<file path="config.mk">
export PLATFORM = sky130hd
export DESIGN_NAME = omc_top
export DESIGN_NICKNAME = d
export VERILOG_FILES = /design/src/core/omc_pkg.sv /design/src/core/omc_top.sv
export VERILOG_INCLUDE_DIRS = /design/src /design/src/core
export SDC_FILE = /design/constraint.sdc
export NUM_CORES = 1
export LEC_CHECK = 0
export BUFFER_PORTS_ARGS = -buffer_cell sky130_fd_sc_hd__clkbuf_2
export CORE_ASPECT_RATIO = 2
export CORE_MARGIN = 2
export CORE_UTILIZATION = 31
export DETAILED_ROUTE_END_ITERATION = 8
export MAX_ROUTING_LAYER = met4
export PLACE_DENSITY_LB_ADDON = 0.08
export RECOVER_POWER = 100
export SLEW_MARGIN = 10
export SYNTH_ARGS = -nofsm -noshare
export SYNTH_HDL_FRONTEND = slang
export SYNTH_SLANG_ARGS = --single-unit
</file>
<file path="constraint.sdc">
create_clock -name ref_clk -period 2.5 [get_ports ref_clk]
set_input_delay 0.375 -clock ref_clk [delete_from_list [all_inputs] [get_ports ref_clk]]
set_output_delay 0.375 -clock ref_clk [all_outputs]
set_load 0.005 [all_outputs]
</file>
<file path="src/core/omc_defs.svh">
// register offsets, field positions and constants of the mode controller
`ifndef OMC_DEFS_SVH
`define OMC_DEFS_SVH
`define OMC_CTRL_OFS 4'h0
`define OMC_STAT_OFS 4'h4
`define OMC_CTRL_STOPEN 0
`define OMC_CTRL_PPDSEL 1
`define OMC_CTRL_LVDEN 2
`define OMC_CTRL_LVSEN 3
`define OMC_CTRL_DBGEN 4
`define OMC_CTRL_PWS_LO 5
`define OMC_CTRL_PWS_HI 7
`define OMC_STAT_PDFLAG 0
`define OMC_STAT_LATCHED 1
`define OMC_STAT_MODE_LO 4
`define OMC_STAT_MODE_HI 6
`define OMC_STAT_PDACK 0
`define OMC_CTRL_RESET 8'h00
`define OMC_RESET_VEC 16'hfffe
`define OMC_PWS_OFF 3'h0
`endif

</file>
<file path="src/core/omc_pkg.sv">
// types of the operating mode controller
package omc_pkg;
  typedef enum logic [2:0] {
    OMC_ST_RESET, OMC_ST_RUN, OMC_ST_DEBUG_SERIAL_PIN, OMC_ST_WAIT, OMC_ST_STOP2,
    OMC_ST_STOP3
  } omc_mode_t;
  typedef enum logic [2:0] {
    OMC_CMD_MEM, OMC_CMD_MEM_STAT, OMC_CMD_DBG_REG, OMC_CMD_BACKGROUND,
    OMC_CMD_CPU_REG, OMC_CMD_TRACE, OMC_CMD_GO
  } omc_cmd_t;
endpackage : omc_pkg

</file>
<file path="src/core/omc_top.sv">
// operating mode controller: run, background, wait and two stop modes
//
// The register addresses and the Avalon-MM slave port were decided locally.
`include "omc_defs.svh"

// How it works
// - mode pin high at reset release enters run and fetches vector 0xfffe.
// - background entered by pin low, command, break instruction, breakpoints.
// - in background the cpu stays suspended, awaiting serial commands.
// - non-intrusive commands are accepted in run and in background.
// - active background commands execute only in background mode.
// - wait stops the cpu clock, system clocks run, interrupt mask cleared.
// - any interrupt in wait resumes the cpu with interrupt stacking.
// - in wait only background and status commands; status returns error.
// - background command in wait wakes into background mode.
// - stop with stop enable set enters one of two stop modes.
// - stop with stop enable clear forces an illegal opcode reset.
// - partial power-down select 1 picks stop2, 0 picks stop3.
// - low-voltage detect and stop enable both set force stop3.
// - stop2 entry latches all pins and powers down all but ram.
// - pins stay latched until software writes acknowledge 1.
// - stop2 exits only by reset pin, irq pin low or periodic wake.
// - stop2 wake restarts as power-on, reset vector, pins still latched.
// - stop2 wake sets powerdown flag until acknowledge written.
// - opened latches pass the current port drive to the pins.
// - periodic wake select zero disables the source and its wakeup.
// - stop3 halts cpu and system clocks and oscillator, keeps all state.
// - stop3 exits by reset pin or listed interrupts, with vectors.
// - debug enable keeps debug clocks in stop and turns stop2 into stop3.
module omc_top (
  // clock, reset, enable
  input wire logic ref_clk,
  input wire logic srst,
  input wire logic ce,
  // avalon-mm slave
  input wire logic [3:0] avs_address,
  input wire logic avs_read,
  input wire logic avs_write,
  input wire logic [31:0] avs_writedata,
  input wire logic [3:0] avs_byteenable,
  output logic [31:0] avs_readdata,
  output logic avs_waitrequest,
  // pins and cpu events
  input wire logic reset_pin_n,
  input wire logic mode_select_pin,
  input wire logic break_to_debug_instruction,
  input wire logic debug_controller_bkpt,
  input wire logic on_chip_debug_module_bkpt,
  input wire logic wait_instr,
  input wire logic stop_instr,
  input wire logic irq_req,
  input wire logic [15:0] irq_vec,
  // wake sources
  input wire logic ext_irq_pin,
  input wire logic keypad_interrupt_pins,
  input wire logic periodic_wake_interrupt,
  input wire logic sci_rx_wake,
  input wire logic adc_wake,
  input wire logic lowvolt_interrupt,
  // debug commands from the serial engine
  input wire logic cmd_valid,
  input wire omc_pkg::omc_cmd_t cmd_code,
  output logic cmd_done,
  output logic cmd_err,
  output logic trace_step,
  // pins
  input wire logic [7:0] pin_drive,
  output logic [7:0] pin_out,
  // mode and power outputs
  output omc_pkg::omc_mode_t mode,
  output logic cpu_clk_en,
  output logic sys_clk_en,
  output logic dbg_clk_en,
  output logic osc_en,
  output logic power_down,
  output logic periodic_wake_osc_en,
  output logic pins_latched,
  output logic powerdown_flag,
  output logic ccr_i_clear,
  output logic int_stack_start,
  output logic vec_fetch,
  output logic [15:0] vec_addr,
  output logic illegal_op_reset,
  output logic por_restart
);
  import omc_pkg::*;

  typedef struct packed {
    omc_mode_t st;
    logic pwo;
    logic wait_q;
    logic [7:0] rdata;
    logic [7:0] ctrl;
    logic pdflag;
    logic latched;
    logic [7:0] hold;
    logic [7:0] pin_q;
    logic cpu_clk;
    logic sys_clk;
    logic dbg_clk;
    logic osc;
    logic pdown;
    logic done;
    logic err;
    logic trace;
    logic iclr;
    logic stack;
    logic vfetch;
    logic [15:0] vaddr;
    logic illegal;
    logic por;
  } omc_state_t;

  omc_state_t s_reg;
  omc_state_t s_next;

  logic req;
  logic bus_done;
  logic ack_wr;
  logic stop_en;
  logic dbg_en;
  logic pws_on;
  logic goto_stop2;
  logic nonintr;
  logic abg_cmd;
  logic any_irq3;

  assign req = avs_read | avs_write;
  // a request completes on the edge where waitrequest is seen low
  assign bus_done = req & ~s_reg.wait_q;
  assign ack_wr = bus_done & avs_write & avs_byteenable[0]
    & (avs_address == `OMC_STAT_OFS)
    & avs_writedata[`OMC_STAT_PDACK];
  assign stop_en = s_reg.ctrl[`OMC_CTRL_STOPEN];
  assign dbg_en = s_reg.ctrl[`OMC_CTRL_DBGEN];
  assign pws_on = s_reg.ctrl[`OMC_CTRL_PWS_HI:`OMC_CTRL_PWS_LO] != `OMC_PWS_OFF;
  assign goto_stop2 = s_reg.ctrl[`OMC_CTRL_PPDSEL]
    & ~(s_reg.ctrl[`OMC_CTRL_LVDEN] & s_reg.ctrl[`OMC_CTRL_LVSEN])
    & ~dbg_en;
  assign nonintr = cmd_code inside {OMC_CMD_MEM, OMC_CMD_MEM_STAT,
    OMC_CMD_DBG_REG, OMC_CMD_BACKGROUND};
  assign abg_cmd = cmd_code inside {OMC_CMD_CPU_REG, OMC_CMD_TRACE,
    OMC_CMD_GO};
  assign any_irq3 = ~ext_irq_pin | keypad_interrupt_pins | sci_rx_wake
    | adc_wake | lowvolt_interrupt | (periodic_wake_interrupt & pws_on);

  always_comb
  begin
    s_next = s_reg;
    s_next.done = 1'b0;
    s_next.err = 1'b0;
    s_next.trace = 1'b0;
    s_next.iclr = 1'b0;
    s_next.stack = 1'b0;
    s_next.vfetch = 1'b0;
    s_next.illegal = 1'b0;
    s_next.por = 1'b0;
    // register bus: one wait cycle, then answer
    s_next.wait_q = ~(req & s_reg.wait_q);
    if (req & s_reg.wait_q)
    begin
      unique case (avs_address)
        `OMC_CTRL_OFS: s_next.rdata = s_reg.ctrl;
        `OMC_STAT_OFS: s_next.rdata = {1'b0, 3'(s_reg.st), 2'h0,
          s_reg.latched, s_reg.pdflag};
        default: s_next.rdata = 8'h00;
      endcase
    end
    if (bus_done & avs_write & avs_byteenable[0]
      & (avs_address == `OMC_CTRL_OFS))
      s_next.ctrl = avs_writedata[7:0];
    // acknowledge opens the latches and clears the flag
    if (ack_wr)
    begin
      s_next.latched = 1'b0;
      s_next.pdflag = 1'b0;
    end
    // commands from the serial engine
    if (cmd_valid)
    begin
      unique case (s_reg.st)
        OMC_ST_RUN: s_next.done = nonintr;
        OMC_ST_DEBUG_SERIAL_PIN:
        begin
          s_next.done = 1'b1;
          s_next.trace = (cmd_code == OMC_CMD_TRACE);
        end
        OMC_ST_WAIT, OMC_ST_STOP2, OMC_ST_STOP3:
          s_next.err = (cmd_code == OMC_CMD_MEM_STAT);
        default: ;
      endcase
    end
    unique case (s_reg.st)
      OMC_ST_RESET:
        if (reset_pin_n)
        begin
          s_next.vfetch = mode_select_pin;
          s_next.vaddr = `OMC_RESET_VEC;
          s_next.st = mode_select_pin ? OMC_ST_RUN : OMC_ST_DEBUG_SERIAL_PIN;
        end
      OMC_ST_RUN:
        if (cmd_valid & cmd_code == OMC_CMD_BACKGROUND
          | break_to_debug_instruction | debug_controller_bkpt
          | on_chip_debug_module_bkpt)
          s_next.st = OMC_ST_DEBUG_SERIAL_PIN;
        else if (wait_instr)
        begin
          s_next.st = OMC_ST_WAIT;
          s_next.iclr = 1'b1;
        end
        else if (stop_instr & ~stop_en)
        begin
          s_next.illegal = 1'b1;
          s_next.st = OMC_ST_RESET;
        end
        else if (stop_instr)
        begin
          s_next.st = goto_stop2 ? OMC_ST_STOP2 : OMC_ST_STOP3;
          if (goto_stop2)
          begin
            s_next.latched = 1'b1;
            s_next.hold = s_reg.pin_q;
          end
        end
      OMC_ST_DEBUG_SERIAL_PIN:
        if (cmd_valid & cmd_code == OMC_CMD_GO)
          s_next.st = OMC_ST_RUN;
      OMC_ST_WAIT:
        if (cmd_valid & cmd_code == OMC_CMD_BACKGROUND)
          s_next.st = OMC_ST_DEBUG_SERIAL_PIN;
        else if (irq_req)
        begin
          s_next.st = OMC_ST_RUN;
          s_next.stack = 1'b1;
        end
      OMC_ST_STOP2:
        if (~ext_irq_pin | (periodic_wake_interrupt & pws_on))
        begin
          s_next.st = OMC_ST_RESET;
          s_next.por = 1'b1;
          s_next.ctrl = `OMC_CTRL_RESET;
          s_next.pdflag = 1'b1;
        end
      OMC_ST_STOP3:
        if (cmd_valid & cmd_code == OMC_CMD_BACKGROUND & dbg_en)
          s_next.st = OMC_ST_DEBUG_SERIAL_PIN;
        else if (any_irq3)
        begin
          s_next.st = OMC_ST_RUN;
          s_next.stack = 1'b1;
          s_next.vfetch = 1'b1;
          s_next.vaddr = irq_vec;
        end
    endcase
    // reset pin low overrides every mode, stop modes included
    if (~reset_pin_n)
      s_next.st = OMC_ST_RESET;
    // the pin forces reset at once, so the exit must be caught while low
    if (~reset_pin_n & s_reg.st == OMC_ST_STOP2)
    begin
      s_next.por = 1'b1;
      s_next.ctrl = `OMC_CTRL_RESET;
      s_next.pdflag = 1'b1;
    end
    // pins pass the live drive only while the latches are open
    s_next.pin_q = s_next.latched ? s_next.hold : pin_drive;
    s_next.cpu_clk = s_next.st inside {OMC_ST_RUN, OMC_ST_DEBUG_SERIAL_PIN};
    s_next.sys_clk = ~(s_next.st inside {OMC_ST_STOP2, OMC_ST_STOP3});
    s_next.osc = s_next.sys_clk;
    s_next.dbg_clk = s_next.sys_clk | dbg_en;
    s_next.pdown = s_next.st == OMC_ST_STOP2;
    s_next.pwo = s_next.ctrl[`OMC_CTRL_PWS_HI:`OMC_CTRL_PWS_LO]
      != `OMC_PWS_OFF;
  end

  always_ff @(posedge ref_clk)
  begin
    if (srst)
    begin
      s_reg <= '0;
      s_reg.st <= OMC_ST_RESET;
      s_reg.wait_q <= 1'b1;
      s_reg.ctrl <= `OMC_CTRL_RESET;
      s_reg.sys_clk <= 1'b1;
      s_reg.osc <= 1'b1;
      s_reg.dbg_clk <= 1'b1;
    end
    else if (ce)
      s_reg <= s_next;
  end

  assign avs_readdata = {24'h000000, s_reg.rdata};
  assign avs_waitrequest = s_reg.wait_q;
  assign cmd_done = s_reg.done;
  assign cmd_err = s_reg.err;
  assign trace_step = s_reg.trace;
  assign pin_out = s_reg.pin_q;
  assign mode = s_reg.st;
  assign cpu_clk_en = s_reg.cpu_clk;
  assign sys_clk_en = s_reg.sys_clk;
  assign dbg_clk_en = s_reg.dbg_clk;
  assign osc_en = s_reg.osc;
  assign power_down = s_reg.pdown;
  assign periodic_wake_osc_en = s_reg.pwo;
  assign pins_latched = s_reg.latched;
  assign powerdown_flag = s_reg.pdflag;
  assign ccr_i_clear = s_reg.iclr;
  assign int_stack_start = s_reg.stack;
  assign vec_fetch = s_reg.vfetch;
  assign vec_addr = s_reg.vaddr;
  assign illegal_op_reset = s_reg.illegal;
  assign por_restart = s_reg.por;

  a_run_vec_fetch: assert property (@(posedge ref_clk) disable iff (srst)
    ce & s_reg.st == OMC_ST_RESET & reset_pin_n & mode_select_pin |=>
    mode == OMC_ST_RUN & vec_fetch & vec_addr == 16'hfffe)
    else $error("run entry without reset vector fetch");
  a_pin_low_debug_serial_pin: assert property (@(posedge ref_clk) disable iff (srst)
    ce & s_reg.st == OMC_ST_RESET & reset_pin_n & ~mode_select_pin |=>
    mode == OMC_ST_DEBUG_SERIAL_PIN & ~vec_fetch)
    else $error("mode pin low did not enter background");
  a_debug_serial_pin_cpu_held: assert property (@(posedge ref_clk) disable iff (srst)
    mode == OMC_ST_DEBUG_SERIAL_PIN & ce & ~(cmd_valid & cmd_code == OMC_CMD_GO)
    & reset_pin_n |=> mode == OMC_ST_DEBUG_SERIAL_PIN)
    else $error("background left without resume command");
  a_wait_entry: assert property (@(posedge ref_clk) disable iff (srst)
    ce & mode == OMC_ST_RUN & wait_instr & ~stop_instr & reset_pin_n
    & ~break_to_debug_instruction & ~debug_controller_bkpt
    & ~on_chip_debug_module_bkpt & ~cmd_valid |=>
    ccr_i_clear & mode == OMC_ST_WAIT & ~cpu_clk_en & sys_clk_en)
    else $error("wait entry wrong");
  a_wait_status_err: assert property (@(posedge ref_clk) disable iff (srst)
    ce & mode == OMC_ST_WAIT & cmd_valid & cmd_code == OMC_CMD_MEM_STAT
    |=> cmd_err & ~cmd_done)
    else $error("status command in wait gave no error");
  a_stop_illegal: assert property (@(posedge ref_clk) disable iff (srst)
    ce & mode == OMC_ST_RUN & stop_instr & ~stop_en & ~wait_instr
    & reset_pin_n & ~break_to_debug_instruction & ~cmd_valid
    & ~debug_controller_bkpt & ~on_chip_debug_module_bkpt |=>
    illegal_op_reset & mode == OMC_ST_RESET)
    else $error("stop without enable not turned into reset");
  a_stop2_latch: assert property (@(posedge ref_clk) disable iff (srst)
    $rose(mode == OMC_ST_STOP2) |-> pins_latched & power_down
    & ~sys_clk_en & pin_out == $past(pin_out))
    else $error("stop2 entry did not latch pins");
  a_latch_hold: assert property (@(posedge ref_clk) disable iff (srst)
    pins_latched & ~(ce & ack_wr) |=> pins_latched
    & pin_out == $past(pin_out))
    else $error("latched pins moved before acknowledge");
  a_stop2_wake_flag: assert property (@(posedge ref_clk) disable iff (srst)
    ce & mode == OMC_ST_STOP2 & reset_pin_n & ~ext_irq_pin |=>
    por_restart & powerdown_flag & pins_latched
    & mode == OMC_ST_RESET)
    else $error("stop2 wake did not restart with flag");
  a_stop3_sel: assert property (@(posedge ref_clk) disable iff (srst)
    $rose(mode == OMC_ST_STOP3) |-> $past(~goto_stop2) & ~osc_en
    & ~power_down)
    else $error("stop3 entered while stop2 selected");
endmodule : omc_top

</file>
==> metrics.md, run 1 <==
| Metric | Value |
|---|---|
| Measured slew at the worst slew-check pin | 1110 ps |
| Number of port buffers | 111 |
| Syn. warnings | 0 |
| Post-CTS Setup Inserts | 0 |
| DRT iter0 DRCs | 99 |
| List of most frequent post-synthesis cells | nor2_1, dfxtp_1, buf_4, nand2_1 |
| Post-Place Worst Slack | 255 ps |
| Number of H-tree levels | 3 |
| Sw Share | 0.220 |
| Longest Clk Path Bufs | 2 |
| Critical path startpoint category | flop |
| Cell with the most instances after synthesis | nor2_1 |
| Max FFs per register | 16 |
| First-pass detailed-route iteration total | 4 |
| Final core occ | 0.380 |
| Final period utilization | 0.923 |
| All-layer global routing usage | 0.168 |
| Clock sinks | 67 |
| Crit path kind | reg -> reg |
| First-pass GRT wire length | 15100 um |
| Total congestion overflow | 0 |
| Post-route ant nets | 0 |
| R2R setup slack | 190 ps |
| Max Clock Skew | 5.75 ps |
| CTS tree | done |
| Die height | 152 um |
| Comb power frac | 0.099 |
| Max cap viols | 0 |
| Worst r2r dst | mode[0]$_SDFFE_PP0P_ |
| CP Capture Type | flop |
| Drt wl/cell | 14.7 um |
| Mapped Cells | 412 |
| HP Start | irq_vec[4] |
| Final WS setup | 191 ps |
| Clock slew at reported path FFs | 50 ps |
| Core area | 10800 um2 |
| Fin nets | 581 |
| WHS Path Cells | 3 |
| Syn Std Cell Area | 3420 um2 |
| Final Hold Vio Count | 0 |
| Cell depth of the worst flop-to-flop path | 7 |
| Vias per Instance | 4.75 |
| Detailed Place HPWL | 7450 um |
| Initial antenna violation count | 0 |
| Vias in the first global route | 2994 |
| Slew Limit Fails | 0 |
| RSZ-0062 raised after global routing | false |
| Launch point of the worst reg-to-reg path | mode[0]$_SDFFE_PP0P_ |
| Hold EP | vec_addr[4]$_SDFFE_PP0P_ |
| Final Non-Filler Cells | 638 |
| Arrival @ worst endpoint | 2530 ps |
| CTS hold repair buffers | 0 |
| Final setup viols | 0 |
| Most used DFF post-synth | dfxtp_1 |
| Post-synth cell types | 58 |
| Die W | 78.2 um |
| Seq/Total Area, Yosys | 0.393 |
| Layout area overhead | 20.4% |
| Syn avg cell area | 8.29 um2 |
| Post-synth top area share | 0.393 |
| Flops & latches, synth | 67 |
| Final Wtd Congestion | 0.809 |
| Pleak | 1.84 nW |
| Num CTS Buffers | 9 |
| PD cells | 714 nW/um2 |
| Max VDD drop | 0.000375 V |
| Share of post-route cells with drive strength above 1 | 0.239 |
| Initial Util | 0.316 |
| Max frequency | 433 MHz |
| Worst-Skew Late Latency | 330 ps |
| Post-synth EDFFs | 0 |
| Cell row count | 54 |
| Clock power share | 0.511 |
| Io pins | 163 |
| DRT Wirelength | 9390 um |
| Ys async rst share | 0 |
| HP Class | in -> reg |
| Cell taking the most area after synthesis | dfxtp_1 |
| P_int | 0.00229 W |
| Seq pwr share | 0.390 |
| Root buffer cell | clkbuf_16 |
| Switch Pwr | 0.000647 W |
| Status | finished clean |
| Slew headroom | 0.258 |
| Full die area | 11900 um2 |
| Min Tclk post-route | 2310 ps |
| Gates resized, CTS repair | 0 |
| Cell total after placement | 622 |
| Critical path fanouts, max | 12 |
| Final setup TNS | 0 ps |
| Residual DRC count | 0 |
| Vias post-DR | 3033 |
| Antenna diodes | 0 |
| Worst EP required | 2720 ps |
| Largest net degree at the start of global routing | 27 |
| Synth top area cells | dfxtp_1, buf_4, nor2_1, mux2i_1, a21oi_1 |
[per-stage QoR]
stage | area (um2) | hold slack, ps | total power, W
after CTS | 4180 | 286 | 0.00300
after detailed placement | 3820 | 448 | 0.00147
after floorplan | 3500 | 432 | 0.00139
after global placement | 3820 | 444 | 0.00147
final | 4110 | 301 | 0.00294
after global routing | 4110 | 301 | 0.00307
[how the worst max path moves through the flow]
stage / depth (start not counted) / from / slack [ps] / endpoint
after floorplan: 6 / cmd_code[2] / 540 / mode[0]$_SDFFE_PP0P_
after global placement: 7 / cmd_code[2] / 260 / mode[0]$_SDFFE_PP0P_
after detailed placement: 6 / keypad_interrupt_pins / 250 / vec_addr[12]$_SDFFE_PP0P_
after CTS: 6 / mode[1]$_SDFFE_PP0P_ / 320 / mode[0]$_SDFFE_PP0P_
after global routing: 6 / mode[1]$_SDFFE_PP0P_ / 80 / osc_en$_SDFFE_PP1P_
final: 7 / mode[0]$_SDFFE_PP0P_ / 190 / mode[0]$_SDFFE_PP0P_
[power by group through the flow]
stage / clock network [W] / registers, W / logic (W)
finish: 0.00150 / 0.00114 / 0.000291
global route: 0.00159 / 0.00115 / 0.000330
CTS: 0.00155 / 0.00115 / 0.000305
detailed placement: 0 / 0.00117 / 0.000304
global placement: 0 / 0.00117 / 0.000300
floorplan: 0 / 0.00116 / 0.000233
[metal layers]
| layer | vias to the layer above | wire, um | track usage |
|---|---|---|---|
| met5 | - | 0 | - |
| met4 | 0 | 456 | 0.118 |
| met3 | 30 | 456 | 0.0273 |
| met2 | 107 | 4960 | 0.282 |
| met1 | 1371 | 3510 | 0.175 |
| li1 | 1525 | - | - |
[final cells by class]
class,count,area (um2)
Clock buffer,12,267
Inverter,5,18.8
Multi-Input combinational cell,284,1600
Sequential cell,67,1340
Fill cell,1200,6700
Clock inverter,4,95.1
Timing Repair Buffer,126,612
Tap cell,140,175
[placed cells by master, fill, tap and decap left out, drive strengths merged, types with 2 or more instances in the layout]
cell type and instances:
conb 24, nand4b 4, a31oi 2, nor2 70
bufinv 3, mux2i 19, a221oi 5, clkinv 2
a211oi 8, a211o 2, nor3b 3, or3 2
nand3 16, nand4 2, nor3 25, dfxtp 67
buf 8, or4 3, and3 3, nand2 30
clkbuf 130, a21oi 25, o211ai 3, inv 4
a22oi 3, nor4 3, o21ai 8, nand2b 3
[worst max-delay path: stages (launching register included)]
cell and delay (ps):
dfxtp_1 440, clkbuf_1 420, nor3b_1 110, nand3_1 120, nor3_1 50, or4_1 560
mux2_4 300, a22o_1 210
[cells by family after synthesis]
logic type	count (synthesis)	share of synthesized area
AO/OA/AOI/OAI	69	0.137
adder cells (fa/ha/maj)	1	0.00366
buffers and inverters	84	0.160
flip-flops	67	0.393
multiplexers	20	0.0601
other	1	0.00110
AND/OR/NAND/NOR	170	0.246
Note: power is estimated with default switching activity, not from simulation.
==> inputs of run 2 (changes only) <==
RECOVER_POWER = 50   (was 100)
==> run 2 against run 1 <==
Net effect: worst setup slack better by 59 ps; maximum frequency is 2.6% higher; total power is 0.18% higher; die area stayed put; sequential share of layout area is 0.21 points lower; clock power hardly changed; sequential power hardly changed; register-to-register slack better by 60 ps.
==> metrics.md, run 2 (same netlist as run 1, synthesis figures left out) <==
| Metric | Value |
|---|---|
| Post-CTS Setup Inserts | 0 |
| Max Clock Skew | 6.26 ps |
| Cell with the largest stage delay on the worst path | or4_4 |
| Largest net degree at the start of global routing | 27 |
| Gates resized, CTS repair | 0 |
| CP Cell Sequence | clkbuf_1 > nor3b_1 > nand3_1 > nor3_1 > or4_4 > mux2_4 > a22o_1 |
| First-pass GRT wire length | 15100 um |
| Pleak | 1.85 nW |
| Residual DRC count | 0 |
| Initial antenna violation count | 0 |
| Cell row count | 54 |
| R2R setup slack | 250 ps |
| Clock sinks | 67 |
| Clock slew at reported path FFs | 50 ps |
| Min Tclk post-route | 2250 ps |
| Final Hold Vio Count | 0 |
| Cell depth of the worst flop-to-flop path | 7 |
| Die W | 78.2 um |
| Critical path fanouts, max | 12 |
| Commonest non-fill, non-tap cell in the layout | clkbuf_2 |
| Die height | 152 um |
| Fin nets | 581 |
| Worst EP required | 2720 ps |
| Status | finished clean |
| Final setup viols | 0 |
| M2 GR Usage | 0.282 |
| Final period utilization | 0.900 |
| Met1 Use GR | 0.175 |
| Longest Clk Path Bufs | 2 |
| Vias in the first global route | 2994 |
| PD cells | 711 nW/um2 |
| DP Area | 3820 um2 |
| CTS tree | done |
| Max cap viols | 0 |
| First-pass detailed-route iteration total | 4 |
| Initial Util | 0.316 |
| Post-route ant nets | 0 |
| Max VDD drop | 0.000375 V |
| WHS Path Cells | 3 |
| Max FFs per register | 16 |
| All-layer global routing usage | 0.168 |
| Gr busiest metal | met2 |
| Drt wl/cell | 14.7 um |
| Crit path kind | reg -> reg |
| Io pins | 163 |
| Measured slew at the worst slew-check pin | 1110 ps |
| Number of port buffers | 111 |
| Root buffer cell | clkbuf_16 |
| HP Start | irq_vec[4] |
| Arrival @ worst endpoint | 2470 ps |
| Max frequency | 445 MHz |
| DRT iter0 DRCs | 85 |
| Antenna diodes | 0 |
| Final Wtd Congestion | 0.809 |
| DRT Wirelength | 9390 um |
| CTS hold repair buffers | 0 |
| Met3 usage | 0.0273 |
| Number of H-tree levels | 3 |
| Most frequent cells in the layout | clkbuf_2, nor2_1, dfxtp_1 |
| Slew Limit Fails | 0 |
| Worst-Skew Late Latency | 330 ps |
| Total congestion overflow | 0 |
| Slowest Stage Delay on Critical Path | 520 ps |
| Launch point of the worst reg-to-reg path | mode[0]$_SDFFE_PP0P_ |
| Detailed Place HPWL | 7450 um |
| Hold Slack | 302 ps |
| Layout area overhead | 21.1% |
| Final setup TNS | 0 ps |
| Worst r2r dst | mode[0]$_SDFFE_PP0P_ |
| Vias per Instance | 4.75 |
| Post-route cell area | 4140 um2 |
| Share of post-route cells with drive strength above 1 | 0.249 |
| RSZ-0062 raised after global routing | false |
| Core area | 10800 um2 |
| Vias post-DR | 3028 |
| Critical path startpoint category | flop |
| Full die area | 11900 um2 |
| Num CTS Buffers | 9 |
| Final-layout fill cell count | 1191 |
| HP Class | in -> reg |
| Hold EP | vec_addr[4]$_SDFFE_PP0P_ |
| CP Capture Type | flop |
| Slew headroom | 0.259 |
-- run 2: changes by cell type in the layout (fill, tap and decap cells not counted) --
cell      change
nor3_4        +1
nor3_2        -1
or3b_4        +1
o21ai_1       +1
o21ai_0       -1
buf_4         +4
clkbuf_2      -1
clkbuf_1      -3
or4_4         +1
or4_1         -1
or3b_1        -1
-- run 2: worst max-delay path by stage --
stage,start,end,slack [ps],depth (start not counted)
floorplan,cmd_code[2],mode[0]$_SDFFE_PP0P_,540,6
global placement,cmd_code[2],mode[0]$_SDFFE_PP0P_,260,7
detailed placement,keypad_interrupt_pins,vec_addr[12]$_SDFFE_PP0P_,250,6
CTS,mode[1]$_SDFFE_PP0P_,mode[0]$_SDFFE_PP0P_,320,6
global route,mode[1]$_SDFFE_PP0P_,osc_en$_SDFFE_PP1P_,70,6
finish,mode[0]$_SDFFE_PP0P_,mode[0]$_SDFFE_PP0P_,250,7
-- run 2: cell type report --
class	instances	area (um2)	share of cell area
flip-flops and latches	67	1340	0.324
clock buffers	12	267	0.0644
inverters	5	18.8	0.00454
clock inverters	4	95.1	0.0230
well taps	140	175	0.0423
multi-input cells	284	1620	0.390
repair buffers	126	626	0.151
-- run 2: worst max-delay path, delay by kind of cell (launching register included) --
family	cells	cell delay, ps
AO/OA/AOI/OAI	1	210
flip-flops	1	440
AND/OR/NAND/NOR	4	800
multiplexers	1	280
buffers and inverters	1	420
-- run 2: routing by layer --
layer	vias up	share of wire
li1	1524	-
met1	1369	0.38
met2	105	0.53
met3	30	0.047
met4	0	0.049
met5	-	0
-- run 2: stage by stage --
step	setup slack, ps	util	power [W]	instances
finish	250	0.383	0.00294	638
global route	70.0	0.383	0.00307	638
CTS	318	0.387	0.00300	638
detailed placement	255	0.353	0.00147	622
global placement	262	0.353	0.00147	622
floorplan	543	-	0.00139	435
-- run 2: where the power goes --
| group | total [W] | internal, W | switching (W) |
|---|---|---|---|
| combinational | 0.000294 | 0.000126 | 0.000168 |
| sequential | 0.00114 | 0.00111 | 0.0000317 |
| clock | 0.00150 | 0.00105 | 0.000450 |
| total | 0.00294 | 0.00229 | 0.000649 |
==> inputs of run 3 (changes only) <==
ABC_AREA = 1   (was default)
GPL_TIMING_DRIVEN = 0   (was default)
RECOVER_POWER = 100   (was 50)
==> run 3 against run 2 <==
Net effect: worst setup slack gained 110 ps; maximum frequency grew 5.3%; clock-buffer cell count shrank 3; sequential share of layout area shrank 4.6 points; critical endpoint is now vec_addr[13]$_SDFFE_PP0P_.
==> metrics.md, run 3 <==
| Metric | Value |
|---|---|
| Residual DRC count | 0 |
| Full die area | 13000 um2 |
| Initial Util | 0.319 |
| Cell with the most instances after synthesis | nor2_1 |
| Worst-Skew Late Latency | 340 ps |
| Drt wl/cell | 13.7 um |
| Max Clock Skew | 6.66 ps |
| Core area | 11700 um2 |
| DRT iter0 DRCs | 191 |
| Slowest Stage Delay on Critical Path | 470 ps |
| Status | finished clean |
| Flops & latches, synth | 67 |
| All-layer global routing usage | 0.183 |
| Pleak | 2.34 nW |
| Detailed Place HPWL | 9040 um |
| Slew Limit Fails | 0 |
| Max frequency | 468 MHz |
| Syn. warnings | 0 |
| Number of port buffers | 110 |
| Die W | 81.6 um |
| Layout area overhead | 29.4% |
| Die height | 159 um |
| Post-route cell area | 4830 um2 |
| Max cap viols | 0 |
| Syn avg cell area | 7.01 um2 |
| Final-layout fill cell count | 1295 |
| Vias in the first global route | 3493 |
| Max FFs per register | 16 |
| Syn Std Cell Area | 3730 um2 |
| Family with the most delay on the worst path | simple AND/OR/NAND/NOR gates |
| Antenna diodes | 0 |
| Fin nets | 764 |
| Largest net degree at the start of global routing | 13 |
| Mapped Cells | 532 |
| Number of H-tree levels | 3 |
| Measured slew at the worst slew-check pin | 585 ps |
| Worst Path Buf+Inv | 3 |
| HP Class | in -> reg |
| Register area | 1340 um2 |
| Post-synth top area share | 0.360 |
| Final Wtd Congestion | 0.940 |
| First-pass GRT wire length | 17500 um |
| R2R setup slack | 360 ps |
| Vias per Instance | 4.53 |
| DRT Wirelength | 11300 um |
| Final setup viols | 0 |
| Clock sinks | 67 |
| Seq/Total Area, Yosys | 0.360 |
| Worst EP required | 2780 ps |
| Post-route ant nets | 0 |
| Ys async rst share | 0 |
| Max VDD drop | 0.000480 V |
| Longest Clk Path Bufs | 2 |
| Num CTS Buffers | 9 |
| List of most frequent post-synthesis cells | nor2_1, nand2_1, dfxtp_1, buf_4, inv_1 |
| Min Tclk post-route | 2140 ps |
| First-pass detailed-route iteration total | 4 |
| Crit path kind | reg -> reg |
| Post-synth cell types | 41 |
| Final period utilization | 0.855 |
| Final WS setup | 363 ps |
| Total congestion overflow | 0 |
| Gates resized, CTS repair | 0 |
| Final Hold Vio Count | 0 |
| CTS hold repair buffers | 0 |
| DP Area | 4550 um2 |
| Synth top area cells | dfxtp_1, buf_4, nor2_1, nand2_1, a21oi_1 |
| Vias post-DR | 3739 |
| CP Capture Type | flop |
| Post-Place Worst Slack | 558 ps |
| CP Cell Sequence | inv_1 > nand3_2 > inv_1 > nand2_1 > nor2_1 > clkbuf_2 > a21oi_1 > nor2_1 |
| Initial antenna violation count | 0 |
| Root buffer cell | clkbuf_16 |
| Most used DFF post-synth | dfxtp_1 |
| Most frequent cells in the layout | nor2_1, clkbuf_2, nand2_1 |
| Final setup TNS | 0 ps |
| Post-CTS Setup Inserts | 0 |
| Cell with the largest stage delay on the worst path | nor2_1 |
| PD cells | 643 nW/um2 |
| Slew headroom | 0.608 |
| Cell taking the most area after synthesis | dfxtp_1 |
| Multi-input gate area | 1700 um2 |
| Share of post-route cells with drive strength above 1 | 0.276 |
| RSZ-0062 raised after global routing | false |
| Cell row count | 56 |
| Post-synth EDFFs | 0 |
| Arrival @ worst endpoint | 2420 ps |
| Critical path fanouts, max | 10 |
| Critical path startpoint category | flop |
| CTS tree | done |
| Io pins | 163 |
| Final core occ | 0.413 |
| Clock slew at reported path FFs | 60 ps |
## run 3: cell type report
| type | count | share of cell area |
|---|---|---|
| clock inverter | 7 | 0.0241 |
| inverter | 53 | 0.0412 |
| tap | 145 | 0.0376 |
| timing repair buffer | 110 | 0.110 |
| sequential | 67 | 0.278 |
| multi-input combinational | 358 | 0.351 |
| clock buffer | 9 | 0.0467 |
| buffer | 77 | 0.112 |
## run 3: per-layer routing
metal	vias to the layer above	global-route usage	share of wire
met1	1674	0.178	0.36
met4	0	0.0770	0.024
met2	109	0.342	0.57
met5	-	-	0
li1	1935	-	-
met3	21	0.0289	0.048
## run 3: path summary, 6_finish.rpt
check                         startpoint  cells after the start                         to
setup / recovery    mode[1]$_SDFFE_PP0P_                      8  vec_addr[13]$_SDFFE_PP0P_
hold / removal                irq_vec[0]                      3   vec_addr[0]$_SDFFE_PP0P_
setup reg to reg    mode[1]$_SDFFE_PP0P_                      8  vec_addr[13]$_SDFFE_PP0P_
hold reg to reg   s_reg[39]$_SDFFE_PP0P_                      2     s_reg[39]$_SDFFE_PP0P_
## run 3: through the flow
| stage | total power (W) | cells | hold WS, ps |
|---|---|---|---|
| detailed placement | 0.00167 | 810 | 444 |
| CTS | 0.00316 | 826 | 253 |
| floorplan | 0.00148 | 555 | 430 |
| finish | 0.00310 | 826 | 264 |
| global route | 0.00324 | 826 | 269 |
| global placement | 0.00166 | 810 | 440 |
## run 3: where the power goes
part	internal, W	leakage (nW)	switching [W]
clock network	0.000972	0.165	0.000500
registers	0.00113	0.549	0.0000393
logic	0.000216	1.62	0.000246
total	0.00232	2.34	0.000785
## run 3: worst min-delay path, stage by stage
cell	delay [ps]
clkbuf_2	80
nand2_1	50
a21oi_1	50
## run 3: logic make-up (layout without fill, tap and decap cells)
logic type | count (synthesis) | count (layout) | synth area share
adders and majority gates | 1 | 1 | 0.00335
DFF | 67 | 67 | 0.360
AOI/OAI and AO/OA | 109 | 109 | 0.161
and+or+nand+nor | 224 | 224 | 0.276
buffers and inverters | 130 | 256 | 0.198
other | 1 | 24 | 0.00101
